<file path="config.mk">
export PLATFORM = sky130hd
export DESIGN_NAME = irf_core
export DESIGN_NICKNAME = d
export VERILOG_FILES = /design/src/rtl/irf_pkg.sv /design/src/rtl/irf_core.sv
export VERILOG_INCLUDE_DIRS = /design/src /design/src/rtl
export SDC_FILE = /design/constraint.sdc
export NUM_CORES = 1
export LEC_CHECK = 0
export ABC_AREA = 1
export BUFFER_PORTS_ARGS = -buffer_cell sky130_fd_sc_hd__buf_2
export CAP_MARGIN = 10
export CORE_MARGIN = 3
export CORE_UTILIZATION = 49
export CTS_BUF_LIST = sky130_fd_sc_hd__clkbuf_8
export CTS_CLUSTER_SIZE = 40
export DETAILED_ROUTE_END_ITERATION = 8
export MAX_ROUTING_LAYER = met4
export PLACE_DENSITY_LB_ADDON = 0.2
export SLEW_MARGIN = 20
export SYNTH_ARGS = -nofsm -noshare
export SYNTH_HDL_FRONTEND = slang
export SYNTH_SLANG_ARGS = --single-unit
</file>
<file path="constraint.sdc">
create_clock -name clk -period 1.9 [get_ports clk]
set_input_delay 0.38 -clock clk [delete_from_list [all_inputs] [get_ports clk]]
set_output_delay 0.38 -clock clk [all_outputs]
set_load 0.02 [all_outputs]
</file>
<file path="src/rtl/irf_defines.svh">
// Constants for the infrared receive filter and RS485 drive block.
`ifndef IRF_DEFINES_SVH
`define IRF_DEFINES_SVH

// ----------------------------------------------------------------------
// Register offsets
// ----------------------------------------------------------------------
`define IRF_FILTER_OFS 4'h0
`define IRF_RATIO_OFS 4'h4
`define IRF_MODE_OFS 4'h8
`define IRF_STATUS_OFS 4'hC

// ----------------------------------------------------------------------
// Field positions and reset values
// ----------------------------------------------------------------------
`define IRF_MODE_IRDA_BIT 0
`define IRF_MODE_RS485_BIT 1
`define IRF_STAT_IDLE_BIT 0
`define IRF_STAT_RXD_BIT 1
`define IRF_STAT_RATIO_OK_BIT 2
`define IRF_FILTER_RST 8'h00
`define IRF_RATIO_RST 11'h174
`define IRF_MODE_RST 2'h0

`endif

</file>
<file path="src/rtl/irf_pkg.sv">
// Types for the infrared receive filter and RS485 drive block.
`default_nettype none

package irf_pkg;

	typedef enum logic [1:0] {
		IRF_IDLE,
		IRF_COUNT,
		IRF_PULSE
	} irf_state_t;

endpackage

`default_nettype wire

</file>
<file path="src/rtl/irf_core.sv">
// Infrared receive demodulator and RS485 request-to-send control.
//
// Our own choices: the address map and the strobed register port.
`include "irf_defines.svh"
`default_nettype none

module irf_core
	import irf_pkg::*;
#(
	parameter int FILTER_W = 8,
	parameter int RATIO_W = 11
) (
	input wire logic clk,
	input wire logic reset_n,
	input wire logic [3:0] addr,
	input wire logic [31:0] wdata,
	input wire logic wr,
	input wire logic rd,
	output logic [31:0] rdata,
	input wire logic rx_pin,
	input wire logic tx_rts_in,
	input wire logic transmitter_idle_flag,
	input wire logic [15:0] bit_time_cycles,
	output logic rx_to_receiver,
	output logic rts_out
);

	// ------------------------------------------------------------------
	// Parameter check
	// ------------------------------------------------------------------
	// The ratio field must hold its 9-bit reset value and fit the read word.
	if (FILTER_W != 8) begin : g_filter_w_check
		$error("irf_core: the filter counter must be 8 bits wide");
	end
	if (RATIO_W < 9 || RATIO_W > 16) begin : g_ratio_w_check
		$error("irf_core: the ratio field must be 9 to 16 bits wide");
	end

	// ------------------------------------------------------------------
	// Reset release
	// ------------------------------------------------------------------
	logic [1:0] rst_sync_reg;
	logic rst_n;

	// Reset is taken at once but let go only after two clock edges, so no
	// register leaves reset on an edge that is too close to its release.
	always_ff @(posedge clk or negedge reset_n) begin
		if (!reset_n) begin
			rst_sync_reg <= 2'h0;
		end else begin
			rst_sync_reg <= {rst_sync_reg[0], 1'b1};
		end
	end
	assign rst_n = rst_sync_reg[1];

	// ------------------------------------------------------------------
	// State
	// ------------------------------------------------------------------
	typedef struct packed {
		logic rx_s1;
		logic rx_s2;
		logic rx_prev;
		irf_state_t state;
		logic [FILTER_W-1:0] count;
		logic [15:0] bit_cnt;
		logic [FILTER_W-1:0] rx_glitch_filter_value;
		logic [RATIO_W-1:0] clock_ratio_divisor;
		logic irda_en;
		logic rs485_en;
		logic rx_out;
		logic rts;
		logic [31:0] rdata;
	} irf_regs_t;

	irf_regs_t st_reg;
	irf_regs_t st_next;

	// ------------------------------------------------------------------
	// Register read
	// ------------------------------------------------------------------
	// Unmapped offsets read as zero; the status word is live, not latched.
	function automatic logic [31:0] irf_read(irf_regs_t s, logic [3:0] a);
		logic [31:0] v;
		v = 32'h0;
		case (a)
			`IRF_FILTER_OFS: v[FILTER_W-1:0] = s.rx_glitch_filter_value;
			`IRF_RATIO_OFS: v[RATIO_W-1:0] = s.clock_ratio_divisor;
			`IRF_MODE_OFS: begin
				v[`IRF_MODE_IRDA_BIT] = s.irda_en;
				v[`IRF_MODE_RS485_BIT] = s.rs485_en;
			end
			`IRF_STATUS_OFS: begin
				v[`IRF_STAT_IDLE_BIT] = transmitter_idle_flag;
				v[`IRF_STAT_RXD_BIT] = s.rx_out;
				v[`IRF_STAT_RATIO_OK_BIT] = (s.clock_ratio_divisor != '0);
			end
			default: v = 32'h0;
		endcase
		return v;
	endfunction

	// ------------------------------------------------------------------
	// Next state
	// ------------------------------------------------------------------
	always_comb begin
		logic fall;
		logic rise;
		// Edges are seen only behind the two synchroniser stages, so a
		// pin change that lands near a clock edge cannot split the logic.
		fall = st_reg.rx_prev && !st_reg.rx_s2;
		rise = !st_reg.rx_prev && st_reg.rx_s2;
		st_next = st_reg;
		st_next.rx_s1 = rx_pin;
		st_next.rx_s2 = st_reg.rx_s1;
		st_next.rx_prev = st_reg.rx_s2;
		st_next.rdata = rd ? irf_read(st_reg, addr) : 32'h0;

		if (wr) begin
			case (addr)
				`IRF_FILTER_OFS:
					st_next.rx_glitch_filter_value = wdata[FILTER_W-1:0];
				`IRF_RATIO_OFS:
					st_next.clock_ratio_divisor = wdata[RATIO_W-1:0];
				`IRF_MODE_OFS: begin
					st_next.irda_en = wdata[`IRF_MODE_IRDA_BIT];
					st_next.rs485_en = wdata[`IRF_MODE_RS485_BIT];
				end
				default: ;
			endcase
		end

		// The pulse toward the receiver runs to its end even if the line
		// moves meanwhile, so one qualified low gives one full bit.
		case (st_reg.state)
			IRF_IDLE: begin
				st_next.count = st_reg.rx_glitch_filter_value;
				if (st_reg.irda_en && fall) begin
					st_next.state = IRF_COUNT;
				end
			end
			IRF_COUNT: begin
				if (rise || !st_reg.irda_en) begin
					st_next.state = IRF_IDLE;
					st_next.count = st_reg.rx_glitch_filter_value;
				end else if (st_reg.count == '0) begin
					// A zero ratio stalls the shared smart-card timing, so
					// the qualified low is dropped instead of passed on.
					if (st_reg.clock_ratio_divisor != '0) begin
						st_next.state = IRF_PULSE;
						st_next.rx_out = 1'b0;
						st_next.bit_cnt = 16'h0001;
					end else begin
						st_next.state = IRF_IDLE;
					end
				end else begin
					st_next.count = st_reg.count - 1'b1;
				end
			end
			IRF_PULSE: begin
				if (st_reg.bit_cnt >= bit_time_cycles) begin
					st_next.state = IRF_IDLE;
					st_next.rx_out = 1'b1;
					st_next.count = st_reg.rx_glitch_filter_value;
				end else begin
					st_next.bit_cnt = st_reg.bit_cnt + 16'h0001;
				end
			end
			default: st_next.state = IRF_IDLE;
		endcase

		// Outside infrared mode, once the state is back in IRF_IDLE, the receiver sees the synchronised pin.
		if (!st_reg.irda_en && st_reg.state == IRF_IDLE) begin
			st_next.rx_out = st_reg.rx_s2;
		end

		// Request-to-send is registered so the pin never glitches when the
		// idle flag and the mode bit change on the same edge.
		st_next.rts = st_reg.rs485_en ? !transmitter_idle_flag
			: tx_rts_in;
	end

	// ------------------------------------------------------------------
	// State register
	// ------------------------------------------------------------------
	always_ff @(posedge clk or negedge rst_n) begin
		if (!rst_n) begin
			st_reg <= '{
				rx_s1: 1'b1,
				rx_s2: 1'b1,
				rx_prev: 1'b1,
				state: IRF_IDLE,
				count: FILTER_W'(`IRF_FILTER_RST),
				bit_cnt: 16'h0000,
				rx_glitch_filter_value: FILTER_W'(`IRF_FILTER_RST),
				clock_ratio_divisor: RATIO_W'(`IRF_RATIO_RST),
				irda_en: 1'b0,
				rs485_en: 1'b0,
				rx_out: 1'b1,
				rts: 1'b0,
				rdata: 32'h0
			};
		end else begin
			st_reg <= st_next;
		end
	end

	// ------------------------------------------------------------------
	// Outputs
	// ------------------------------------------------------------------
	assign rdata = st_reg.rdata;
	assign rx_to_receiver = st_reg.rx_out;
	assign rts_out = st_reg.rts;

endmodule // irf_core

`default_nettype wire

</file>
Word-level counts from Yosys, hierarchy flattened
Cells that the tools add are included.
{"block": "word_totals", "ramBits": 0, "mem_bits_ro": 0, "regBits": 65, "latch_bits": 0, "mem_count": 0, "wordCells": 82}
{"block": "classes", "div_mod_pow": 0, "muxes": 25, "mul": 0, "addsub": 2, "shifts": 0, "n_reduce_logical": 23, "n_bitwise": 0, "n_eq_ne": 17, "order_cmp": 1}
{"operator": "2-to-1 mux 16 bit", "count": 4}
{"operator": "one-hot mux 16 bit (2 select lines)", "count": 1}
{"operator": "one-hot mux 8 bit (3 select lines)", "count": 1}
{"operator": "2-to-1 mux 10 bit", "count": 2}
{"operator": "inequality test 3 bit, second input constant", "count": 6}
{"operator": "adder 16 x 1 -> 16 bit, second input constant", "count": 1}
{"operator": ">= comparator 16 bit", "count": 1}
{"operator": "inequality test 2 bit, second input constant", "count": 6}
{"operator": "2-to-1 mux 11 bit", "count": 1}
{"operator": "nonzero test 11 bit", "count": 1}
{"operator": "one-hot mux 5 bit (2 select lines)", "count": 1}
{"operator": "AND reduction 5 bit", "count": 2}
{"operator": "== test 4 bit, second input constant", "count": 2}
{"operator": "logical NOT 8 bit", "count": 1}
{"operator": "2-to-1 mux 8 bit", "count": 1}
{"operator": "one-hot mux 2 bit (4 select lines)", "count": 1}
{"operator": "subtractor 8 x 1 -> 8 bit, second input constant", "count": 1}
{"operator": "2-to-1 mux 1 bit", "count": 6}
{"operator": "2-to-1 mux 2 bit", "count": 3}
{"operator": "one-hot mux 2 bit (3 select lines)", "count": 1}
{"operator": "AND reduction 2 bit", "count": 3}
{"operator": "AND reduction 3 bit", "count": 2}
{"operator": "nonzero test 3 bit", "count": 2}
{"operator": "== test 4 x 3 -> 1 bit, second input constant", "count": 1}
{"operator": "11 further kinds", "count": 17}

Depth between registers and ports, before layout
Gate-level depths: netlist (run 1).
{"block": "depth", "depth_word": 6, "depth_mapped": 15, "ltp_nobuf": 14}

Least setup slack after synthesis (run 1)
No wires, ideal clock.
{"block": "synth_path", "path_type": "in2reg", "from": "in bit_time_cycles[15]", "to": "reg st_reg[78] (netlist bit)", "arrival_ns": 1.552, "t_required_ns": 1.782, "path_buffers": 2, "slack_ns": 0.230, "path_stages": 11, "cell_sequence": "inv_1 ha_1 a21o_1 nor2_1 nand2_1 a21oi_2 nand2_2 buf_6 buf_6 nand4_1 nand2_1"}
{"block": "synth_between", "elab_chain_len": 3}
{"item": "from (decl)", "line_no": "irf_core.sv:23", "text": "input wire logic [15:0] bit_time_cycles,"}
{"item": ">= comparator 16 bit", "line_no": "irf_core.sv:160", "text": "if (st_reg.bit_cnt >= bit_time_cycles) begin"}
{"item": "inequality test 2 bit (no source line)"}
{"item": "AND reduction 3 bit (no source line)"}
{"item": "to (signal assigned)", "line_no": "irf_core.sv:187", "text": "st_reg <= '{"}
{"item": "to (signal assigned)", "line_no": "irf_core.sv:203", "text": "st_reg <= st_next;"}
{"item": "to (decl)", "line_no": "irf_core.sv:75", "text": "irf_regs_t st_reg;"}
No other way between the ends.
A chain may end at the register's enable or synchronous reset.

Final worst setup path (run 1)
{"block": "layout_path", "from": "reg st_reg[65] (netlist bit)", "to": "reg st_reg[56] (netlist bit)"}
{"block": "layout_between", "elab_chain_len": 3}
{"item": ">= comparator 16 bit", "line_no": "irf_core.sv:160"}
{"item": "inequality test 2 bit (no source line)"}
{"item": "AND reduction 5 bit (no source line)"}
No other way between the ends.

==> run_results.csv, run 1 <==
group,metric,value,unit
synthesis,ys_async_sr_fraction,100,%
finish,antenna_cells,0,
place,dp.final_hpwl,6120,um
finish,nFillCells,741,
drt,wl_met2,3830,um
synthesis,syn_area,0.00399,mm^2
sta,fin_crit_sh,96.5,%
synthesis,postSynthRegisterBits,65,
sta,fmax,546,MHz
clocking,clock_path_buffers,2,
run,drv_cap,0,
clocking,ctsRootBufferMaster,"clkbuf_8",
setup_path,crit_top_cell,"nand2_1",
clocking,worstSkewPairLatency,0.34,ns
drt,routed_wl,8140,um
floorplan,die_y,96.2,um
setup_path,r2r-end,"st_reg[56]",
global_routing,grt_pass1_vias,3087,
drt,antenna_left,0,
clocking,clock-sinks,65,
pwr,power_density,877,mW/mm^2
place,io_buffers,50,
finish,area_growth,14.1,%
drt,wl_met1,3830,um
setup_path,r2r_start,"st_reg[65]",
setup_path,slowest_delay,0.44,ns
synthesis,synth_area_leaders,"dfrtp_1 (35%), nand2_1 (14%), buf_4 (6.2%)",
synthesis,yosysWarningCount,0,
sta,setup_slack,0.0674,ns
synthesis,synth_top_area_share,35.1,%
clocking,h-tree-depth,3,
sta,setup_viol,0,
synthesis,synth_area_per_cell,7.57,um^2
pwr,total_power,3.99,mW
drt,dr.max_layer_used,"met4",
drt,wl_met3,401,um
worst_hold_path,hold_depth,1,
setup_path,cp_cell_sequence,"ha_1 > nand2_1 > o21ai_0 > a21oi_4 > nand2_8 > buf_8 > nand3_1 > nand2_1",
setup_path,crit_type,"reg2reg",
sta,holdWs,0.137,ns
finish,stdcell_count,694,
drt,viasPerCell,4.85,
worst_hold_path,min_path_type,"in2reg",
global_routing,grt_first_pass_wirelength,13500,um
setup_path,worst_ep_required_time,2.18,ns
floorplan,core_area,0.00781,mm^2
synthesis,synth_ff_type,"dfrtp_1",
clocking,cts_inserted_buffers,9,
sta,period_needed,1.83,ns
place,routabilityCongestion,0.865,
setup_path,worstSetupEndpointType,"flop",
global_routing,grt_util_all_layers,18.9,%
clocking,cts_tree,"yes",
place,post-place-cells,675,
floorplan,rows,32,
setup_path,reg2reg_depth,8,
floorplan,die_area,0.00926,mm^2
synthesis,netlist-cell-type-count,35,
global_routing,grt_max_degree,48,
pwr,p_leak,2.46,nW
sta,hold_viol_final,0,
floorplan,ios,93,
drt,first_pass_iters,5,
synthesis,synth_edf_count,0,
pwr,peakVddDrop,0.652,mV
finish,largest_reg_flops,48,
global_routing,antenna_found_initial,0,
synthesis,synthCells,527,
floorplan,die_width,96.2,um
global_routing,gr-total-overflow,0,
finish,final_layout_size_suffix_gt1_share,19.3,%
place,place_area,0.00428,mm^2
outcome,status,"finished clean",
floorplan,start_util,51.1,%
clocking,clk_pin_slew,0.08,ns
place,dp_slack,0.00954,ns
setup_path,path_max_fanout,12,
drt,wl_per_cell,11.7,um
worst_hold_path,hold_end,"st_next[82]",
setup_path,cp-start-kind,"flop",
worst_hold_path,hp-start,"rx_pin",
setup_path,arrival,2.11,ns
synthesis,yosysSeqAreaShare,41.0,%
finish,final_area,0.00455,mm^2
sta,skew,0.0130,ns
drt,drc,0,
drt,via_count,3363,
synthesis,synth_top_area_cell,"dfrtp_1",
setup_path,r2r_setup_slack,0.07,ns
setup_path,cpMaxStageDelayCell,"dfrtp_1",
sta,drv_slew,0,
finish,fin_nets,665,
drt,drt_iter0_drc,247,
[critical path, delay by kind of cell (launching register included)]
family	cells	cell delay (ns)
fa+ha+maj	1	0.32
flops	1	0.44
compound gates	2	0.50
simple gates	4	0.35
buf+inv	1	0.15
[metal layers]
layer	vias up	global-route usage [%]
met4	0	4.74
met5	-	-
met3	9	3.91
met2	73	30.5
met1	1541	24.2
li1	1740	-
[how the worst max path moves through the flow]
stage	startpoint	end	cells past startpoint
2_1_floorplan	bit_time_cycles[15]	st_reg[78]	11
3_3_place_gp	bit_time_cycles[7]	st_reg[56]	14
3_5_place_dp	bit_time_cycles[5]	st_reg[56]	14
4_1_cts	st_reg[59]	st_reg[56]	12
5_1_grt	st_reg[65]	st_reg[68]	8
6_report	st_reg[65]	st_reg[56]	8
[layout make-up]
| cell class | count | area (um^2) | area share, % |
|---|---|---|---|
| flip-flops and latches | 65 | 1640 | 36.0 |
| inverters | 64 | 240 | 5.27 |
| multi-input cells | 375 | 1910 | 41.8 |
| clock buffers | 9 | 124 | 2.72 |
| repair buffers | 72 | 442 | 9.70 |
| well taps | 102 | 128 | 2.80 |
| clock inverters | 7 | 76.3 | 1.68 |
[synthesized netlist by cell type, types with 3 or more instances]
| master | n |
|---|---|
| nand2_2 | 4 |
| nand3_1 | 40 |
| inv_1 | 59 |
| xor2_1 | 11 |
| o21ai_0 | 28 |
| nor3_1 | 11 |
| buf_6 | 4 |
| clkbuf_1 | 3 |
| buf_2 | 3 |
| nand4_1 | 7 |
| ha_1 | 19 |
| inv_2 | 3 |
| buf_4 | 33 |
| dfrtp_1 | 56 |
| nor2_2 | 3 |
| dfstp_2 | 9 |
| nor2_1 | 42 |
| a21oi_1 | 16 |
| nand2_1 | 154 |
[stage by stage]
stage / utilization [%] / TNS (ns)
6_report: 58.3 / 0
2_1_floorplan: - / 0
5_1_grt: 58.3 / -0.0164
3_5_place_dp: 54.8 / 0
4_1_cts: 57.5 / 0
3_3_place_gp: 54.8 / 0
[power by group]
group	switching, mW	internal (mW)
Combinational	0.645	0.379
Clock	0.579	0.614
Sequential	0.166	1.61
[placed cells by master (no fill, tap or decap), types with 2 or more instances in the layout]
| cell | instances |
|---|---|
| a21oi_1 | 16 |
| buf_2 | 50 |
| buf_4 | 18 |
| clkbuf_8 | 9 |
| clkinv_1 | 2 |
| clkinvlp_4 | 2 |
| conb_1 | 22 |
| dfrtp_1 | 55 |
| dfstp_2 | 9 |
| ha_1 | 19 |
| inv_1 | 59 |
| inv_2 | 3 |
| inv_6 | 2 |
| nand2_1 | 153 |
| nand2_2 | 3 |
| nand2_8 | 2 |
| nand3_1 | 40 |
| nand4_1 | 7 |
| nor2_1 | 42 |
| nor2_2 | 3 |
| nor3_1 | 11 |
| o21ai_0 | 28 |
| o21bai_1 | 2 |
| or2_2 | 2 |
| xnor2_1 | 2 |
| xor2_1 | 11 |
[cells by family after synthesis]
family / synth area share, %
DFF: 41.0
other: 0.188
and+or+nand+nor: 28.6
adders and majority gates: 5.96
AOI/OAI and AO/OA: 7.34
buffers and inverters: 14.0
xor gates and xnor gates: 2.85
[what timing repair did]
item                                    in CTS  in global routing
endpoints found under the setup margin       0                 24
buffers inserted                             0                  2
hold buffers                                 1                  0
resized for setup                            0                  9
hold endpoints to repair                     2                  0
Power figures use the tool's default switching activity.
==> inputs of run 2 (changes only) <==
--- a/config.mk
+++ b/config.mk
@@ -14,7 +14,6 @@
 export CTS_BUF_LIST = sky130_fd_sc_hd__clkbuf_8
 export CTS_CLUSTER_SIZE = 40
 export DETAILED_ROUTE_END_ITERATION = 8
-export MAX_ROUTING_LAYER = met4
 export PLACE_DENSITY_LB_ADDON = 0.2
 export SLEW_MARGIN = 20
 export SYNTH_ARGS = -nofsm -noshare
==> run 2 against run 1 <==
- non-clock buffer count did not move
- maximum frequency increased by 0.32%
- cell area unchanged
- first-iteration DRC count decreased by 13%
- total power fell by 0.25%
- cell count did not move
- critical endpoint is now st_reg[68]
- largest cell class unchanged
- largest power group unchanged
- highest routed layer unchanged
==> run_results.csv, run 2 (synthesis gave the netlist of run 1 again) <==
group,metric,value,unit
drt,antenna_left,0,
finish,antenna_cells,0,
clocking,h-tree-depth,3,
sta,hold_viol_final,0,
drt,drc,0,
sta,setup_viol,0,
sta,setup_slack,0.0733,ns
global_routing,grt_util_all_layers,18.3,%
finish,fin_nets,665,
place,io_buffers,50,
clocking,worstSkewPairLatency,0.34,ns
drt,via_count,3355,
floorplan,die_y,96.2,um
sta,fmax,547,MHz
setup_path,crit_top_cell,"nand2_1",
finish,largest_reg_flops,48,
clocking,clk_pin_slew,0.08,ns
setup_path,r2r_start,"st_reg[65]",
place,dp.final_hpwl,6120,um
finish,mostFrequentLayoutCells,"nand2_1 (153), inv_1 (59), dfrtp_1 (55)",
clocking,ctsRootBufferMaster,"clkbuf_8",
setup_path,worst_ep_required_time,2.12,ns
setup_path,worstSetupEndpointType,"flop",
pwr,total_power,3.98,mW
setup_path,crit_type,"reg2reg",
floorplan,ios,93,
finish,utilization,58.3,%
drt,first_pass_iters,4,
clocking,clock-sinks,65,
floorplan,die_width,96.2,um
clocking,cts_inserted_buffers,9,
finish,final_layout_size_suffix_gt1_share,19.3,%
drt,viasPerCell,4.83,
setup_path,arrival,2.05,ns
finish,area_growth,14.1,%
pwr,peakVddDrop,0.649,mV
global_routing,antenna_found_initial,0,
place,routabilityCongestion,0.851,
setup_path,cp_cell_sequence,"ha_1 > nand2_1 > o21ai_0 > a21oi_4 > nand2_8 > nand2_8 > nand2_1 > nand2_1",
worst_hold_path,min_path_type,"in2reg",
sta,skew,0.0135,ns
global_routing,grt_pass1_vias,3090,
worst_hold_path,hold_depth,1,
place,dp_slack,0.00954,ns
finish,final_common_cell,"nand2_1",
drt,routed_wl,8080,um
finish,final-seq-area,0.00164,mm^2
floorplan,die_area,0.00926,mm^2
setup_path,cpMaxStageDelayCell,"dfrtp_1",
drt,drt_iter0_drc,216,
sta,drv_slew,0,
floorplan,core_area,0.00781,mm^2
worst_hold_path,hold_end,"st_next[82]",
sta,fin_crit_sh,96.1,%
pwr,power_density,875,mW/mm^2
drt,wl_per_cell,11.6,um
clocking,cts_tree,"yes",
setup_path,r2r_setup_slack,0.07,ns
pwr,p_leak,2.46,nW
setup_path,cp-start-kind,"flop",
sta,setup-tns-final,0,ns
global_routing,grt_first_pass_wirelength,13400,um
floorplan,start_util,51.1,%
run,drv_cap,0,
worst_hold_path,hp-start,"rx_pin",
place,post-place-cells,675,
finish,multi_input_area,0.00191,mm^2
setup_path,path_max_fanout,17,
global_routing,grt_max_degree,48,
finish,nFillCells,741,
outcome,status,"finished clean",
finish,stdcell_count,694,
clocking,clock_path_buffers,2,
setup_path,slowest_delay,0.44,ns
global_routing,gr-total-overflow,0,
setup_path,reg2reg_depth,8,
setup_path,r2r-end,"st_reg[68]",
sta,period_needed,1.83,ns
floorplan,rows,32,
## run 2: critical path, delay by kind of cell, from the launching register on
family | cells | cell delay (ns)
AO/OA/AOI/OAI | 2 | 0.50
adder cells (fa/ha/maj) | 1 | 0.32
flip-flops | 1 | 0.44
AND/OR/NAND/NOR | 5 | 0.45
## run 2: routing by layer
metal | global-route usage (%) | wire length [um] | vias up
li1 | - | - | 1739
met1 | 24.2 | 3790 | 1539
met2 | 30.5 | 3880 | 68
met3 | 3.75 | 336 | 9
met4 | 4.74 | 76 | 0
met5 | 0 | 0 | -
## run 2: per-stage QoR
step                      instance area [um^2]  hold WS (ns)
after CTS                                 4490         0.120
after global routing                      4550         0.123
after global placement                    4280         0.169
after floorplan                           4070        0.0844
final                                     4550         0.140
after detailed placement                  4280         0.168
## run 2: cell type report
cell class	instances	share of cell area [%]
clock buffer	9	2.72
clock inverter	7	1.68
inverter	64	5.27
multi-input combinational	375	41.8
sequential	65	36.0
tap	102	2.80
timing repair buffer	72	9.70
## run 2: how the worst max path moves through the flow
stage | endpoint | from | depth (start not counted) | slack (ns)
final | st_reg[68] | st_reg[65] | 8 | 0.07
after global routing | st_reg[68] | st_reg[65] | 8 | -0.008
after global placement | st_reg[56] | bit_time_cycles[7] | 14 | 0.04
after floorplan | st_reg[78] | bit_time_cycles[15] | 11 | 0.23
after CTS | st_reg[56] | st_reg[59] | 12 | 0.07
after detailed placement | st_reg[56] | bit_time_cycles[5] | 14 | 0.01
## run 2: where the power goes
| part | total [mW] | switching (mW) | internal, mW |
|---|---|---|---|
| clock | 1.19 | 0.574 | 0.614 |
| sequential | 1.78 | 0.165 | 1.61 |
| combinational | 1.02 | 0.642 | 0.379 |
| total | 3.98 | 1.38 | 2.60 |
## run 2: what timing repair did
item,in CTS,in global routing
hold endpoints to repair,2,0
setup endpoints to repair,0,24
hold buffers,1,0
gates resized for setup,0,9
buffers inserted,0,2
